--- src/verilog/qsg_pkg.sv ---
// Package: register map, field positions, reset values and timing for the status groups
package qsg_pkg;
  localparam int QSG_AW = 4;
  localparam int QSG_DW = 16;
  // Register offsets (word index)
  localparam logic [3:0] QSG_ERT_COND = 4'h0;
  localparam logic [3:0] QSG_ERT_EVENT = 4'h1;
  localparam logic [3:0] QSG_ERT_ENABLE = 4'h2;
  localparam logic [3:0] QSG_ERT_RISE = 4'h3;
  localparam logic [3:0] QSG_ERT_FALL = 4'h4;
  localparam logic [3:0] QSG_CAL_COND = 4'h5;
  localparam logic [3:0] QSG_CAL_EVENT = 4'h6;
  localparam logic [3:0] QSG_CAL_ENABLE = 4'h7;
  localparam logic [3:0] QSG_CAL_RISE = 4'h8;
  localparam logic [3:0] QSG_CAL_FALL = 4'h9;
  localparam logic [3:0] QSG_QUES_COND = 4'hA;
  localparam logic [3:0] QSG_PRESET = 4'hB;
  localparam logic [3:0] QSG_IRQ_STATUS = 4'hC;
  localparam logic [3:0] QSG_IRQ_MASK = 4'hD;
  // Field positions
  localparam int QSG_ERT_NOCLK_BIT = 0;
  localparam int QSG_CAL_ZERO_BIT = 0;
  localparam int QSG_QUES_ERT_BIT = 12;
  localparam int QSG_QUES_CAL_BIT = 8;
  localparam int QSG_IRQ_ERT_BIT = 0;
  localparam int QSG_IRQ_CAL_BIT = 1;
  localparam int QSG_IRQ_W = 2;
  // Preset / reset values
  localparam logic [15:0] QSG_RISE_PRESET = 16'hFFFF;
  localparam logic [15:0] QSG_FALL_PRESET = 16'h0000;
  localparam logic [15:0] QSG_ENABLE_PRESET = 16'h0000;
  // Timing: missing-clock timeout
  localparam longint QSG_CLK_HZ = 50000000;
  localparam longint QSG_NOCLK_TIME_S = 3;
  localparam longint QSG_NOCLK_CYCLES = QSG_NOCLK_TIME_S * QSG_CLK_HZ;
endpackage : qsg_pkg

--- src/verilog/qsg_group_if.sv ---
// Interface: one status group's filter/event/enable signals
`timescale 1ns/1ns
interface qsg_group_if #(parameter int W = 16);
  logic [W-1:0] cond;
  logic [W-1:0] rise_filter;
  logic [W-1:0] fall_filter;
  logic [W-1:0] enable;
  logic event_clr;
  logic [W-1:0] event_bits;
  logic summary;
  logic new_event;
  modport ctl (output cond, output rise_filter, output fall_filter, output enable,
    output event_clr, input event_bits, input summary, input new_event);
  modport grp (input cond, input rise_filter, input fall_filter, input enable,
    input event_clr, output event_bits, output summary, output new_event);
endinterface : qsg_group_if

--- src/verilog/qsg_status.sv ---
// Top: questionable status groups for error-rate test and calibration
//
// Operation
// - Error-rate cond bit 0 set while no test clock for over three seconds; code sets it only while error_rate_test_active is high.
// - Condition registers track live state; reading does not latch or clear.
// - Reads return plain unsigned value, the sum of set bit weights.
// - Event bits set only by filtered condition transitions, never by level.
// - Event bits stay latched until read; read returns then clears them.
// - Condition 1 to 0 with fall filter bit set sets event bit.
// - Condition 0 to 1 with rise filter bit set sets event bit.
// - Questionable bit 12 high when any error-rate event and enable overlap.
// - Questionable bit 8 high when any calibration event and enable overlap.
// - Calibration cond bit 0 set while DC FM or phase zero cal failed.
// - Preset command restores all filters and enables at once.
//
// Added by the designer: the address map and the address-and-strobe port.
`timescale 1ns/1ns
module qsg_status
  import qsg_pkg::*;
#(
  parameter int W = 16,
  parameter longint NOCLK_CYCLES = QSG_NOCLK_CYCLES
) (
  input wire logic sys_clk, // System clock, 50 MHz
  input wire logic nrst, // Synchronous reset, active low
  input wire logic [QSG_AW-1:0] addr, // Register index
  input wire logic [QSG_DW-1:0] wdata, // Write data
  input wire logic wr, // Write strobe
  input wire logic rd, // Read strobe
  output logic [QSG_DW-1:0] rdata, // Read data, cycle after rd
  input wire logic error_rate_test_active, // Measurement running (pin)
  input wire logic error_rate_test_clk, // Test data clock (pin)
  input wire logic cal_fail_dc_freq_mod, // FM zero cal failed (pin)
  input wire logic cal_fail_dc_phase_mod, // Phase zero cal failed (pin)
  input wire logic [W-1:0] ert_cond_ext, // Other error-rate condition bits
  input wire logic [W-1:0] cal_cond_ext, // Other calibration condition bits
  output logic ques_ert_summary, // Questionable bit 12
  output logic ques_cal_summary, // Questionable bit 8
  output logic irq // Level interrupt
);
  initial begin
    if (W < 1 || W > QSG_DW) $error("qsg_status: W out of range");
    if (NOCLK_CYCLES < 2) $error("qsg_status: NOCLK_CYCLES too small");
  end

  // ----------------------------------------------------------------
  // Pin synchronisers
  // ----------------------------------------------------------------
  logic [3:0] sync1_r;
  logic [3:0] sync2_r;
  always_ff @(posedge sys_clk) begin
    if (!nrst) begin
      sync1_r <= 4'h0;
      sync2_r <= 4'h0;
    end else begin
      sync1_r <= {cal_fail_dc_phase_mod, cal_fail_dc_freq_mod,
                  error_rate_test_clk, error_rate_test_active};
      sync2_r <= sync1_r;
    end
  end
  wire meas_on = sync2_r[0];
  wire tclk_s = sync2_r[1];
  wire cal_fail = sync2_r[2] | sync2_r[3];

  // ----------------------------------------------------------------
  // Missing-clock timer
  // ----------------------------------------------------------------
  localparam int CW = $clog2(NOCLK_CYCLES + 1);
  localparam logic [CW-1:0] CMAX = CW'(NOCLK_CYCLES);
  logic tclk_d_r;
  logic [CW-1:0] idle_cnt_r;
  logic [CW-1:0] idle_cnt_nxt;
  logic noclk_r;
  wire tclk_edge = tclk_s & ~tclk_d_r;
  always_comb begin
    idle_cnt_nxt = idle_cnt_r;
    if (!meas_on || tclk_edge) begin
      idle_cnt_nxt = '0;
    end else if (idle_cnt_r != CMAX) begin
      idle_cnt_nxt = idle_cnt_r + CW'(1);
    end
  end
  always_ff @(posedge sys_clk) begin
    if (!nrst) begin
      tclk_d_r <= 1'b0;
      idle_cnt_r <= '0;
      noclk_r <= 1'b0;
    end else begin
      tclk_d_r <= tclk_s;
      idle_cnt_r <= idle_cnt_nxt;
      noclk_r <= meas_on && !tclk_edge && (idle_cnt_r == CMAX);
    end
  end

  // ----------------------------------------------------------------
  // Live condition vectors
  // ----------------------------------------------------------------
  logic [W-1:0] ert_cond;
  logic [W-1:0] cal_cond;
  always_comb begin
    ert_cond = ert_cond_ext;
    ert_cond[QSG_ERT_NOCLK_BIT] = noclk_r;
    cal_cond = cal_cond_ext;
    cal_cond[QSG_CAL_ZERO_BIT] = cal_fail;
  end

  // ----------------------------------------------------------------
  // Address decode
  // ----------------------------------------------------------------
  wire wr_ert_en = wr && addr == QSG_ERT_ENABLE;
  wire wr_ert_rise = wr && addr == QSG_ERT_RISE;
  wire wr_ert_fall = wr && addr == QSG_ERT_FALL;
  wire wr_cal_en = wr && addr == QSG_CAL_ENABLE;
  wire wr_cal_rise = wr && addr == QSG_CAL_RISE;
  wire wr_cal_fall = wr && addr == QSG_CAL_FALL;
  wire wr_preset = wr && addr == QSG_PRESET;
  wire wr_irq_stat = wr && addr == QSG_IRQ_STATUS;
  wire wr_irq_mask = wr && addr == QSG_IRQ_MASK;
  wire rd_ert_event = rd && addr == QSG_ERT_EVENT;
  wire rd_cal_event = rd && addr == QSG_CAL_EVENT;

  // ----------------------------------------------------------------
  // Filter and enable registers
  // ----------------------------------------------------------------
  localparam logic [W-1:0] RISE_P = QSG_RISE_PRESET[W-1:0];
  localparam logic [W-1:0] FALL_P = QSG_FALL_PRESET[W-1:0];
  localparam logic [W-1:0] EN_P = QSG_ENABLE_PRESET[W-1:0];
  logic [W-1:0] ert_rise_r;
  logic [W-1:0] ert_fall_r;
  logic [W-1:0] ert_en_r;
  logic [W-1:0] cal_rise_r;
  logic [W-1:0] cal_fall_r;
  logic [W-1:0] cal_en_r;
  wire [W-1:0] wmask = wdata[W-1:0];
  always_ff @(posedge sys_clk) begin
    if (!nrst || wr_preset) begin
      ert_rise_r <= RISE_P;
      ert_fall_r <= FALL_P;
      ert_en_r <= EN_P;
      cal_rise_r <= RISE_P;
      cal_fall_r <= FALL_P;
      cal_en_r <= EN_P;
    end else begin
      if (wr_ert_rise) ert_rise_r <= wmask;
      if (wr_ert_fall) ert_fall_r <= wmask;
      if (wr_ert_en) ert_en_r <= wmask;
      if (wr_cal_rise) cal_rise_r <= wmask;
      if (wr_cal_fall) cal_fall_r <= wmask;
      if (wr_cal_en) cal_en_r <= wmask;
    end
  end

  // ----------------------------------------------------------------
  // Group instances
  // ----------------------------------------------------------------
  qsg_group_if #(.W(W)) ert_if ();
  qsg_group_if #(.W(W)) cal_if ();
  assign ert_if.cond = ert_cond;
  assign ert_if.rise_filter = ert_rise_r;
  assign ert_if.fall_filter = ert_fall_r;
  assign ert_if.enable = ert_en_r;
  assign ert_if.event_clr = rd_ert_event;
  assign cal_if.cond = cal_cond;
  assign cal_if.rise_filter = cal_rise_r;
  assign cal_if.fall_filter = cal_fall_r;
  assign cal_if.enable = cal_en_r;
  assign cal_if.event_clr = rd_cal_event;

  qsg_group #(.W(W)) u_ert (
    .sys_clk(sys_clk),
    .nrst(nrst),
    .g(ert_if)
  );
  qsg_group #(.W(W)) u_cal (
    .sys_clk(sys_clk),
    .nrst(nrst),
    .g(cal_if)
  );

  assign ques_ert_summary = ert_if.summary;
  assign ques_cal_summary = cal_if.summary;

  // ----------------------------------------------------------------
  // Top-level questionable condition
  // ----------------------------------------------------------------
  logic [QSG_DW-1:0] ques_cond;
  always_comb begin
    ques_cond = '0;
    ques_cond[QSG_QUES_ERT_BIT] = ert_if.summary;
    ques_cond[QSG_QUES_CAL_BIT] = cal_if.summary;
  end

  // ----------------------------------------------------------------
  // Interrupt status and mask
  // ----------------------------------------------------------------
  logic [QSG_IRQ_W-1:0] irq_stat_r;
  logic [QSG_IRQ_W-1:0] irq_mask_r;
  wire [QSG_IRQ_W-1:0] irq_set = {cal_if.new_event, ert_if.new_event};
  wire [QSG_IRQ_W-1:0] irq_clr = wr_irq_stat ? wdata[QSG_IRQ_W-1:0] : '0;
  always_ff @(posedge sys_clk) begin
    if (!nrst) begin
      irq_stat_r <= '0;
      irq_mask_r <= '0;
    end else begin
      irq_stat_r <= (irq_stat_r & ~irq_clr) | irq_set;
      if (wr_irq_mask) irq_mask_r <= wdata[QSG_IRQ_W-1:0];
    end
  end
  assign irq = |(irq_stat_r & irq_mask_r);

  // ----------------------------------------------------------------
  // Read mux
  // ----------------------------------------------------------------
  function automatic logic [QSG_DW-1:0] ext(input logic [W-1:0] v);
    logic [QSG_DW-1:0] r;
    r = '0;
    r[W-1:0] = v;
    return r;
  endfunction : ext

  logic [QSG_DW-1:0] rd_val;
  always_comb begin
    case (addr)
      QSG_ERT_COND: rd_val = ext(ert_cond);
      QSG_ERT_EVENT: rd_val = ext(ert_if.event_bits);
      QSG_ERT_ENABLE: rd_val = ext(ert_en_r);
      QSG_ERT_RISE: rd_val = ext(ert_rise_r);
      QSG_ERT_FALL: rd_val = ext(ert_fall_r);
      QSG_CAL_COND: rd_val = ext(cal_cond);
      QSG_CAL_EVENT: rd_val = ext(cal_if.event_bits);
      QSG_CAL_ENABLE: rd_val = ext(cal_en_r);
      QSG_CAL_RISE: rd_val = ext(cal_rise_r);
      QSG_CAL_FALL: rd_val = ext(cal_fall_r);
      QSG_QUES_COND: rd_val = ques_cond;
      QSG_IRQ_STATUS: rd_val = {{(QSG_DW-QSG_IRQ_W){1'b0}}, irq_stat_r};
      QSG_IRQ_MASK: rd_val = {{(QSG_DW-QSG_IRQ_W){1'b0}}, irq_mask_r};
      default: rd_val = '0;
    endcase
  end
  always_ff @(posedge sys_clk) begin
    if (!nrst) begin
      rdata <= '0;
    end else begin
      rdata <= rd ? rd_val : '0;
    end
  end
endmodule : qsg_status

--- src/verilog/qsg_group.sv ---
// One status group: edge filters feeding a latched event register
`timescale 1ns/1ns
module qsg_group
  import qsg_pkg::*;
#(
  parameter int W = 16
) (
  input wire logic sys_clk, // System clock
  input wire logic nrst, // Synchronous reset, active low
  qsg_group_if.grp g // Group signals
);
  initial begin
    if (W < 1 || W > QSG_DW) $error("qsg_group: W out of range");
  end
  logic [W-1:0] cond_d_r;
  logic [W-1:0] event_r;
  logic [W-1:0] event_nxt;
  wire [W-1:0] rise_hit = g.cond & ~cond_d_r & g.rise_filter;
  wire [W-1:0] fall_hit = ~g.cond & cond_d_r & g.fall_filter;
  wire [W-1:0] hits = rise_hit | fall_hit;
  // New hits win over the clear-on-read
  assign event_nxt = (g.event_clr ? '0 : event_r) | hits;
  always_ff @(posedge sys_clk) begin
    if (!nrst) begin
      cond_d_r <= '0;
      event_r <= '0;
    end else begin
      cond_d_r <= g.cond;
      event_r <= event_nxt;
    end
  end
  assign g.event_bits = event_r;
  assign g.summary = |(event_r & g.enable);
  assign g.new_event = |hits;
endmodule : qsg_group

--- config.mk ---
export PLATFORM = sky130hd
export DESIGN_NAME = qsg_status
export DESIGN_NICKNAME = d
export VERILOG_FILES = /design/src/verilog/qsg_pkg.sv /design/src/verilog/qsg_group_if.sv /design/src/verilog/qsg_status.sv /design/src/verilog/qsg_group.sv
export SDC_FILE = /design/constraint.sdc
export NUM_CORES = 1
export LEC_CHECK = 0
export ABC_AREA = 1
export BUFFER_PORTS_ARGS = -buffer_cell sky130_fd_sc_hd__buf_4
export CAP_MARGIN = 0
export CORE_MARGIN = 2
export CORE_UTILIZATION = 60
export CTS_BUF_LIST = sky130_fd_sc_hd__clkbuf_8
export DETAILED_ROUTE_END_ITERATION = 10
export PLACE_DENSITY = 0.83
export SYNTH_ARGS = -nofsm -noshare
export SYNTH_HDL_FRONTEND = slang
export SYNTH_SLANG_ARGS = --single-unit
export TNS_END_PERCENT = 30
--- constraint.sdc ---
create_clock -name sys_clk -period 3.05 [get_ports sys_clk]
set_clock_uncertainty 0.15 [all_clocks]
set_input_delay 0.305 -clock sys_clk [delete_from_list [all_inputs] [get_ports sys_clk]]
set_output_delay 0.305 -clock sys_clk [all_outputs]
set_load 0.01 [all_outputs]
# Word-level counts from Yosys, hierarchy flattened
# Index checks and enable logic that the tools add are counted.
[word_totals] ff_bits=218 word_cells=90
[op_classes] addsub=1 eq_ne=15 mux=4 bitwise=26 n_reduce_logical=26
[op_table] op="16-bit one-hot mux with 13 select lines" count=1
[op_table] op="16-bit AND" count=10
[op_table] op="16-bit NOT" count=4
[op_table] op="16-bit OR" count=4
[op_table] op="16-bit OR reduction" count=4
[op_table] op="16-bit 2-to-1 mux" count=2
[op_table] op="28-bit by 1-bit adder with 28-bit output (second input constant)" count=1
[op_table] op="28-bit == test (second input constant)" count=1
[op_table] op="28-bit inequality test (second input constant)" count=1
[op_table] op="4-bit == test (second input constant)" count=6
[op_table] op="4-bit by 3-bit == test with 1-bit output (second input constant)" count=4
[op_table] op="1-bit logical AND" count=13
[op_table] op="4-bit by 2-bit == test with 1-bit output (second input constant)" count=2
[op_table] op="2-bit AND" count=2
[op_table] op="4-bit by 1-bit == test with 1-bit output (second input constant)" count=1
[op_table] op="4-bit zero test" count=1
[op_table] op="2-bit OR reduction" count=2
[op_table] op="1-bit zero test" count=3
[op_table] op="1-bit logical OR" count=2
[op_table] op="2-bit 2-to-1 mux" count=1
[op_table] op="1-bit NOT" count=2
[op_table] op="2-bit NOT" count=1
[op_table] op="2-bit OR" count=1
[op_table] op="2-bit AND reduction" count=1
[op_table] op="2 further kinds" count=2

# Depth between registers and ports, before layout
# Gate-level depths: netlist of the first run.
[depth] ltp_word=7 mapped_depth=10 ltp_nobuf=10

# Modules after synthesis
# A second synthesis of the first run with hierarchy kept.
[hier_totals] hier_cells=1674 area_unflattened_um2=10761.6
[modules_own_cells] module="qsg_status" instances=1 cells_each=1192 area_per_inst_um2=7638.6
[modules_own_cells] module="qsg_group" instances=2 cells_each=241 area_per_inst_um2=1561.5

# Worst setup path after synthesis of the first run
# No wires, ideal clock.
[synth_timing] path_kind="flip-flop to flip-flop" start="register idle_cnt_r[1]" end="register idle_cnt_r[24]" arrival_ps=1324 required_time_ps=2785 setup_slack_ps=1461 stages_incl_launch_ff=11 cell_sequence="dfxtp_1 > ha_1 > nand3_1 > inv_1 > nand2_1 > nor2_2 > nand2_1 > inv_1 > nand3_1 > nand2_1 > nor2_1"
[synth_between] elab_chain_cells=1
[synth_lines] element="from (decl)" line="qsg_status.sv:71" source="logic [CW-1:0] idle_cnt_r;"
[synth_lines] element="from (signal assigned)" line="qsg_status.sv:90" source="idle_cnt_r <= idle_cnt_nxt;"
[synth_lines] element="28-bit by 1-bit adder with 28-bit output or 28-bit inequality test (tied branches)" line="qsg_status.sv:80, qsg_status.sv:79"
# Parallel ways exist; a longest one is shown, timed or not.
# A chain may end at the register's enable or synchronous reset.

# Worst setup path in the final report of the first run
[layout_timing] start="register u_cal.event_r[7] (netlist: u_cal.g.event_bits[7])" end="output ques_cal_summary"
[layout_between] elab_chain_cells=2
[layout_lines] element="from (decl)" line="qsg_group.sv:16" source="logic [W-1:0] event_r;"
[layout_lines] element="from (signal assigned)" line="qsg_group.sv:29" source="event_r <= event_nxt;"
[layout_lines] element="16-bit AND" line="qsg_group.sv:33" source="assign g.summary = |(event_r & g.enable);"
[layout_lines] element="16-bit OR reduction" line="qsg_group.sv:33"
[layout_lines] element="to (decl)" line="qsg_status.sv:38" source="output logic ques_cal_summary,"
# Every way passes these cells.

==> results.json, run 1 <==
{
  "clockBufferDepth": 3,
  "path_cells": "nand2_1, nand2_1, nor2_1, nand2_1, nor2_1, inv_1, buf_4",
  "synth_ff_type": "dfxtp_1",
  "cp_slowest_cell": "dfxtp_1",
  "max_freq_mhz": 462,
  "p_total_uw": 6190,
  "worstPathArrival_ns": 1.71,
  "synthArstFlopShare_pct": 0,
  "antenna_found_initial": 0,
  "finalHoldViolCount": 0,
  "syn_nets": 1605,
  "cp_common_cell": "nand2_1",
  "place_congestion": 0.955,
  "wire_per_inst_um": 16.7,
  "critPathTopFamily": "simple AND/OR/NAND/NOR gates",
  "cts_root_buffer": "clkbuf_8",
  "grt_overflow": 0,
  "slew_headroom_pct": 52.4,
  "power_density_nw_per_um2": 513,
  "setup_viol": 0,
  "dieArea_um2": 18000,
  "drc_errors": 0,
  "rsz0062_at_grt": "false",
  "io_pins": 79,
  "syn_inst": 1543,
  "clk_pin_slew_worst_paths_ns": 0.06,
  "slowest_delay_ns": 0.33,
  "synth.largest_area_cell": "dfxtp_1",
  "period_needed_ns": 2.17,
  "synth_most_common_cell": "nand2_1",
  "via_per_inst": 5.53,
  "cp.required_ns": 2.59,
  "drv_cap": 0,
  "synth.area.top_cells": "dfxtp_1 43%, nand2_1 18%, inv_1 7.3%",
  "path_buf_inv": 2,
  "crit_fanout": 3,
  "synth-edff-count": 0,
  "grt_pass1_vias": 9919,
  "hold_ws_ns": 0.0349,
  "drt-pass1-iter-count": 5,
  "cts_tree": "yes",
  "clock_latency_ns": 0.53,
  "synth_cell_types": 31,
  "final_nets": 1735,
  "cellLeakagePower_uw": 0.00566,
  "hold_path.class": "input port to flip-flop",
  "clock-sinks": 218,
  "grtUsageTotal_pct": 35.5,
  "fin_util_pct": 73.1,
  "yosysSeqAreaShare_pct": 43.0,
  "drive_gt1_share_pct": 10.1,
  "grt_max_degree": 43,
  "dp_hpwl_um": 21800,
  "peakVddDrop_v": 0.000356,
  "htree_levels": 2,
  "num_vias": 10589,
  "die_h_um": 134,
  "rows": 47,
  "syn2layout_area_growth_pct": 19.1,
  "ys_seq_elements": 218,
  "wl_um": 32000,
  "synth_top_area_share_pct": 43.0,
  "syn_area_per_cell_um2": 6.57,
  "worst_slew_pin_slew_ns": 0.712,
  "worst-setup-path-type": "flip-flop to output port",
  "final_antenna_net_count": 0,
  "grt_pass1_wl_um": 49900,
  "status": "finished, final reports clean",
  "initial_core_util_pct": 61.4,
  "postLayoutCellArea_um2": 12100,
  "mappedNetlistArea_um2": 10100,
  "diodes": 0,
  "synth_commonest_cells": "497 x nand2_1, 218 x dfxtp_1, 197 x inv_1",
  "drv_slew": 0,
  "setup_tns_ns": 0,
  "yosys_warnings": 0,
  "port_buffers": 76,
  "cts_setup_buffers": 0,
  "drt_iter0_markers": 1044,
  "place_area_um2": 10800,
  "startpoint_type": "flip-flop",
  "core_um2": 16500,
  "die_w_um": 134,
  "finalCritPeriodShare_pct": 71.0,
  "numCtsBuffers": 36,
  "end_kind": "output port"
}
-- cells by family (layout without fill, tap and decap cells) --
kind of cell               count (synthesis)  count (layout)  synth area share (%)
and+or+nand+nor                          769             769                  31.2
adders and majority gates                  2               2                 0.247
AOI/OAI and AO/OA                        299             299                  15.2
xor gates and xnor gates                   1               1                0.0864
DFF                                      218             218                  43.0
buffers and inverters                    254             406                  10.2
-- flip-flops by register name, summed over array words and instances, names as in the netlist, 4 cells and up --
name                flops
u_ert.g.event_bits     16
ert_fall_r             16
sync2_r                 4
ert_en_r               16
u_cal.cond_d_r         16
sync1_r                 4
cal_en_r               16
u_ert.cond_d_r         16
u_cal.g.event_bits     16
cal_if.rise_filter     16
rdata                  16
idle_cnt_r             28
ert_if.rise_filter     16
cal_fall_r             16
-- power breakdown --
part	internal, uW	leakage [uW]	switching, uW
combinational	232	0.00348	372
sequential	2950	0.00178	58.8
clock	1430	0.000407	1150
total	4610	0.00566	1580
-- per-layer routing --
layer | vias up | global-route usage [%] | part of all wire [%]
met5 | - | 0 | 0
met4 | 0 | 21.3 | 6.0
met3 | 120 | 5.82 | 10
met2 | 614 | 56.9 | 45
met1 | 4726 | 45.2 | 39
li1 | 5129 | - | -
-- cell usage in the layout (no fill, tap or decap), drive strengths merged, types with 2 or more instances in the layout --
cell	count
nand2	506
dfxtp	218
inv	210
nor2	147
a21oi	141
o21ai	139
buf	93
nand3	79
dlygate4sd3	51
clkbuf	46
nor3	17
nand3b	11
o22ai	9
nand4	7
a21o	5
clkinv	5
o21a	2
or2	2
ha	2
-- per-stage QoR --
stage / worst slack, ns / cells
finish: 0.884 / 1915
global route: 0.850 / 1915
CTS: 0.909 / 1915
detailed placement: 0.794 / 1804
global placement: 0.825 / 1804
floorplan: 1.46 / 1543
-- cell type report --
class / instances / area, um2
Multi-Input combinational cell: 1071 / 4740
Clock inverter: 14 / 85.1
Inverter: 202 / 758
Tap cell: 220 / 275
Fill cell: 1362 / 4450
Clock buffer: 46 / 633
Timing Repair Buffer: 144 / 1220
Sequential cell: 218 / 4360
-- path summary, 6_finish.rpt --
check,endpoint,slack [ns],startpoint,cells past startpoint
setup / recovery,ques_cal_summary,0.88,u_cal.g.event_bits[7],7
hold / removal,ert_fall_r[9],0.03,wr,3
setup reg to reg,idle_cnt_r[22],1.08,idle_cnt_r[1],10
hold reg to reg,sync2_r[1],0.26,sync1_r[1],2
-- repair_timing --
| item | in CTS | in global routing |
|---|---|---|
| hold buffers | 51 | 0 |
| gates resized for setup | 0 | 0 |
| endpoints found under the setup margin | 0 | 0 |
| endpoints found under the hold margin | 133 | 0 |
-- worst register-to-register path, stage by stage (launching register included) --
cell     delay, ns
dfxtp_1       0.38
ha_1          0.24
nand3_1       0.16
inv_1         0.22
nand2_1       0.11
nor2_2        0.12
nand2_1       0.14
inv_1         0.15
nand3_1       0.08
nand2_1       0.07
nor2_1        0.04
Note: power is estimated with default switching activity, not from simulation.
==> inputs of run 2 (changes only) <==
- clock period: 3.05 -> 2.15 ns (I/O delays scaled with it)
==> run 2 against run 1 <==
Effect of this change:
- combinational power increased by 46%
- hold slack gained 0.045 ns
- core utilization grew 0.73 points
- largest cell class unchanged
- first-iteration DRC count shrank 4.4%
- setup slack got worse by 0.77 ns
- sequential power increased by 42%
==> results.json, run 2 (synthesized netlist as in run 1, its figures left out) <==
{
  "wire_per_inst_um": 16.5,
  "port_buffers": 76,
  "grtUsageTotal_pct": 35.5,
  "multiInputGateArea_um2": 4740,
  "max_freq_mhz": 492,
  "grt_pass1_vias": 10250,
  "grt_overflow": 0,
  "status": "finished, final reports clean",
  "dp_hpwl_um": 22200,
  "clock_latency_ns": 0.54,
  "core_um2": 16500,
  "finalHoldViolCount": 0,
  "peakVddDrop_v": 0.000486,
  "numCtsBuffers": 36,
  "final_common_cell": "nand2_1",
  "grt_pass1_wl_um": 50200,
  "clockBufferDepth": 3,
  "rsz0062_at_grt": "false",
  "largest_register_ffs": 28,
  "fill_cells": 1356,
  "drt_iter0_markers": 998,
  "htree_levels": 2,
  "diodes": 0,
  "rows": 47,
  "end_kind": "output port",
  "worst-setup-path-type": "flip-flop to output port",
  "initial_core_util_pct": 61.4,
  "wl_um": 31900,
  "die_h_um": 134,
  "syn2layout_area_growth_pct": 20.3,
  "cts_tree": "yes",
  "io_pins": 79,
  "worst_slew_pin_slew_ns": 0.701,
  "final_antenna_net_count": 0,
  "hold_ws_ns": 0.0796,
  "drive_gt1_share_pct": 10.7,
  "setup_viol": 0,
  "final_nets": 1758,
  "seqCellArea_um2": 4360,
  "cellLeakagePower_uw": 0.00574,
  "period_needed_ns": 2.03,
  "worstPathArrival_ns": 1.67,
  "power_density_nw_per_um2": 692,
  "clk_pin_slew_worst_paths_ns": 0.06,
  "drv_slew": 0,
  "finalCritPeriodShare_pct": 94.5,
  "antenna_found_initial": 0,
  "startpoint_type": "flip-flop",
  "setup_tns_ns": 0,
  "place_congestion": 0.949,
  "drv_cap": 0,
  "cp.required_ns": 1.78,
  "dieArea_um2": 18000,
  "cts_root_buffer": "clkbuf_8",
  "crit_fanout": 3,
  "via_per_inst": 5.54,
  "layout_common_cells": "497 x nand2_1, 218 x dfxtp_1, 212 x inv_1, 141 x a21oi_1, 135 x nor2_1",
  "grt_max_degree": 42,
  "clock-sinks": 218,
  "max_flop_register": "idle_cnt_r",
  "num_vias": 10746,
  "drt-pass1-iter-count": 8,
  "slew_headroom_pct": 53.1,
  "drc_errors": 0,
  "die_w_um": 134,
  "hold_path.class": "input port to flip-flop"
}
-- run 2: final timing paths --
check	start	to	slack, ns	cells after the start
worst max-delay path	u_ert.g.event_bits[0]	ques_ert_summary	0.12	7
worst max register to register	idle_cnt_r[5]	idle_cnt_r[14]	0.30	7
worst min register to register	sync1_r[3]	sync2_r[3]	0.27	2
worst min-delay path	addr[2]	ert_fall_r[9]	0.08	5
-- run 2: power by group --
group          internal, uW  switching (uW)  leakage, uW
clock network          1700            1610     0.000380
registers              4180            83.5      0.00178
logic                   349             531      0.00358
-- run 2: layout make-up --
type | instances | area share, %
well taps | 220 | 2.26
multi-input cells | 1071 | 38.9
repair buffers | 167 | 11.7
clock buffers | 40 | 4.51
inverters | 202 | 6.22
flip-flops and latches | 218 | 35.8
clock inverters | 20 | 0.708
-- run 2: layer usage --
metal	vias up	GRT usage [%]	wire length, um
met1	4828	45.3	12700
met2	610	57.4	14100
met5	-	0	0
met4	0	20.6	2010
met3	138	5.14	3090
li1	5170	-	-
-- run 2: metrics by stage --
stage	setup WS, ns	std cells	util (%)	cell area [um2]	total power (uW)
after floorplan	0.561	1543	-	10100	4760
after global placement	0.214	1821	66.5	11000	5090
after detailed placement	0.193	1821	66.5	11000	5110
after CTS	0.112	1938	73.8	12200	8430
after global routing	0.0119	1938	73.8	12200	8720
final	0.118	1938	73.8	12200	8450
-- run 2: worst max-delay path: stages, from the launching register on --
cell	delay (ns)
dfxtp_1	0.33
nand2_1	0.08
nand2_1	0.06
nor2_1	0.14
nand2_1	0.10
nor2_1	0.23
inv_1	0.06
buf_4	0.14
-- run 2: repair_timing --
action                                  in CTS  in global routing
resized for setup                            0                  1
hold buffers                                57                  0
buffers inserted                             0                  0
hold endpoints to repair                   165                  0
endpoints found under the setup margin       0                  1
==> inputs of run 3 (changes only) <==
- CORE_UTILIZATION: 60 -> 50
- PLACE_DENSITY: 0.83 -> 0.71
==> run 3 against run 2 <==
Effect of this change:
- register-to-register slack barely moved
- via count fell by 2.1%
- setup slack got worse by 0.017 ns
- first-iteration DRC count fell by 12%
- wire length fell by 0.33%
- sequential cell count did not move
- final cell count rose by 3.7%
- fmax fell by 0.85%
==> results.json, run 3 (synthesized netlist as in run 1, its figures left out) <==
{
  "rows": 52,
  "grt_overflow": 0,
  "postLayoutCellArea_um2": 12600,
  "numCtsBuffers": 39,
  "core_um2": 20000,
  "clockBufferDepth": 3,
  "seqCellArea_um2": 4360,
  "grt_max_degree": 43,
  "drt_iter0_markers": 880,
  "wl_um": 31800,
  "fill_cells": 1879,
  "antenna_found_initial": 1,
  "port_buffers": 76,
  "clock-sinks": 218,
  "drc_errors": 0,
  "cp_common_cell": "nand2_1",
  "cts_tree": "yes",
  "crit_fanout": 3,
  "final_antenna_net_count": 0,
  "htree_levels": 2,
  "dieArea_um2": 21400,
  "rsz0062_at_grt": "false",
  "cts_root_buffer": "clkbuf_8",
  "layout_common_cells": "497 x nand2_1, 218 x dfxtp_1, 204 x inv_1, 141 x a21oi_1, 134 x nor2_1",
  "dp_cells": 1873,
  "path_cells": "nand2_1, nand2_1, nor2_1, nand2_1, nor2_2, inv_1, buf_4",
  "grt_pass1_vias": 9788,
  "slew_headroom_pct": 55.9,
  "final_common_cell": "nand2_1",
  "place_area_um2": 11100,
  "cp_slowest_cell": "dfxtp_1",
  "power_density_nw_per_um2": 748,
  "cp.required_ns": 1.78,
  "status": "finished, final reports clean",
  "slowest_delay_ns": 0.32,
  "place_congestion": 0.967,
  "setup_viol": 0,
  "max_freq_mhz": 488,
  "worst_slew_pin_slew_ns": 0.659,
  "die_h_um": 146,
  "worstPathArrival_ns": 1.68,
  "startpoint_type": "flip-flop",
  "cts_setup_buffers": 0,
  "finalCritPeriodShare_pct": 95.3,
  "setup_tns_ns": 0,
  "cellLeakagePower_uw": 0.00589,
  "dp_hpwl_um": 22000,
  "clock_latency_ns": 0.55,
  "diodes": 0,
  "final_nets": 1771,
  "die_w_um": 146,
  "multiInputGateArea_um2": 4740,
  "clk_pin_slew_worst_paths_ns": 0.06,
  "fin_util_pct": 63.1,
  "grt_pass1_wl_um": 50300,
  "wire_per_inst_um": 15.8,
  "end_kind": "output port",
  "worst-setup-path-type": "flip-flop to output port",
  "path_buf_inv": 2,
  "critPathTopFamily": "simple AND/OR/NAND/NOR gates",
  "finalHoldViolCount": 0,
  "max_flop_register": "idle_cnt_r",
  "peakVddDrop_v": 0.000514,
  "syn2layout_area_growth_pct": 24.6,
  "grtUsageTotal_pct": 29.5,
  "via_per_inst": 5.24,
  "largest_register_ffs": 28,
  "drive_gt1_share_pct": 11.8,
  "drt-pass1-iter-count": 5,
  "num_vias": 10524,
  "period_needed_ns": 2.05,
  "initial_core_util_pct": 50.6,
  "io_pins": 79,
  "drv_cap": 0,
  "p_total_uw": 9450,
  "final_cells": 2009,
  "drv_slew": 0,
  "hold_path.class": "input port to flip-flop"
}
## run 3: changes by cell type in the layout (fill, tap and decap cells not counted), sizes merged
cell | before | now
clkinv | 3 | 4
clkbuf | 40 | 55
dlygate4sd3 | 57 | 65
clkinvlp | 2 | 3
inv | 217 | 209
buf | 110 | 112
bufinv | 0 | 2
## run 3: timing repair
item,CTS,global route
hold buffers,65,0
endpoints found under the setup margin,0,2
resized for setup,0,2
endpoints found under the hold margin,171,0
## run 3: cell type report
type	instances	area share (%)
clock buffers	55	5.99
clock inverters	16	1.05
inverters	202	6.00
multi-input cells	1071	37.5
flip-flops and latches	218	34.5
well taps	270	2.67
repair buffers	177	12.2
## run 3: worst paths after layout
kind / start / end / slack (ns) / cells after the start
max: u_cal.g.event_bits[0] / ques_cal_summary / 0.10 / 7
min: addr[2] / ert_fall_r[10] / 0.05 / 5
max reg2reg: idle_cnt_r[1] / idle_cnt_r[22] / 0.31 / 10
min reg2reg: sync1_r[3] / sync2_r[3] / 0.26 / 2
## run 3: routing by layer
layer	track usage [%]	routed length, um	vias to the layer above
met5	0	0	-
met4	12.4	1240	0
met3	4.91	2620	81
met2	47.3	14200	446
met1	39.5	13700	4798
li1	-	-	5199
## run 3: report_power, final
group	leakage, uW	total [uW]	switching, uW	internal (uW)
clock	0.000477	4300	1780	2520
combinational	0.00363	886	524	362
sequential	0.00178	4260	81.5	4180
## run 3: metrics by stage
stage / hold slack (ns) / setup WS (ns)
4_1_cts: 0.0279 / 0.0370
5_1_grt: 0.0457 / 0.0193
6_report: 0.0506 / 0.101
3_5_place_dp: 0.252 / 0.269
2_1_floorplan: 0.158 / 0.561
3_3_place_gp: 0.244 / 0.304
## run 3: worst register-to-register path: stages, from the launching register on
cell and delay (ns):
dfxtp_1 0.37, ha_1 0.22, nand3_1 0.17, inv_1 0.11, nand2_1 0.10, nor2_2 0.12, nand2_1 0.15, inv_1 0.15
nand3_1 0.08, nand2_1 0.06, nor2_1 0.03
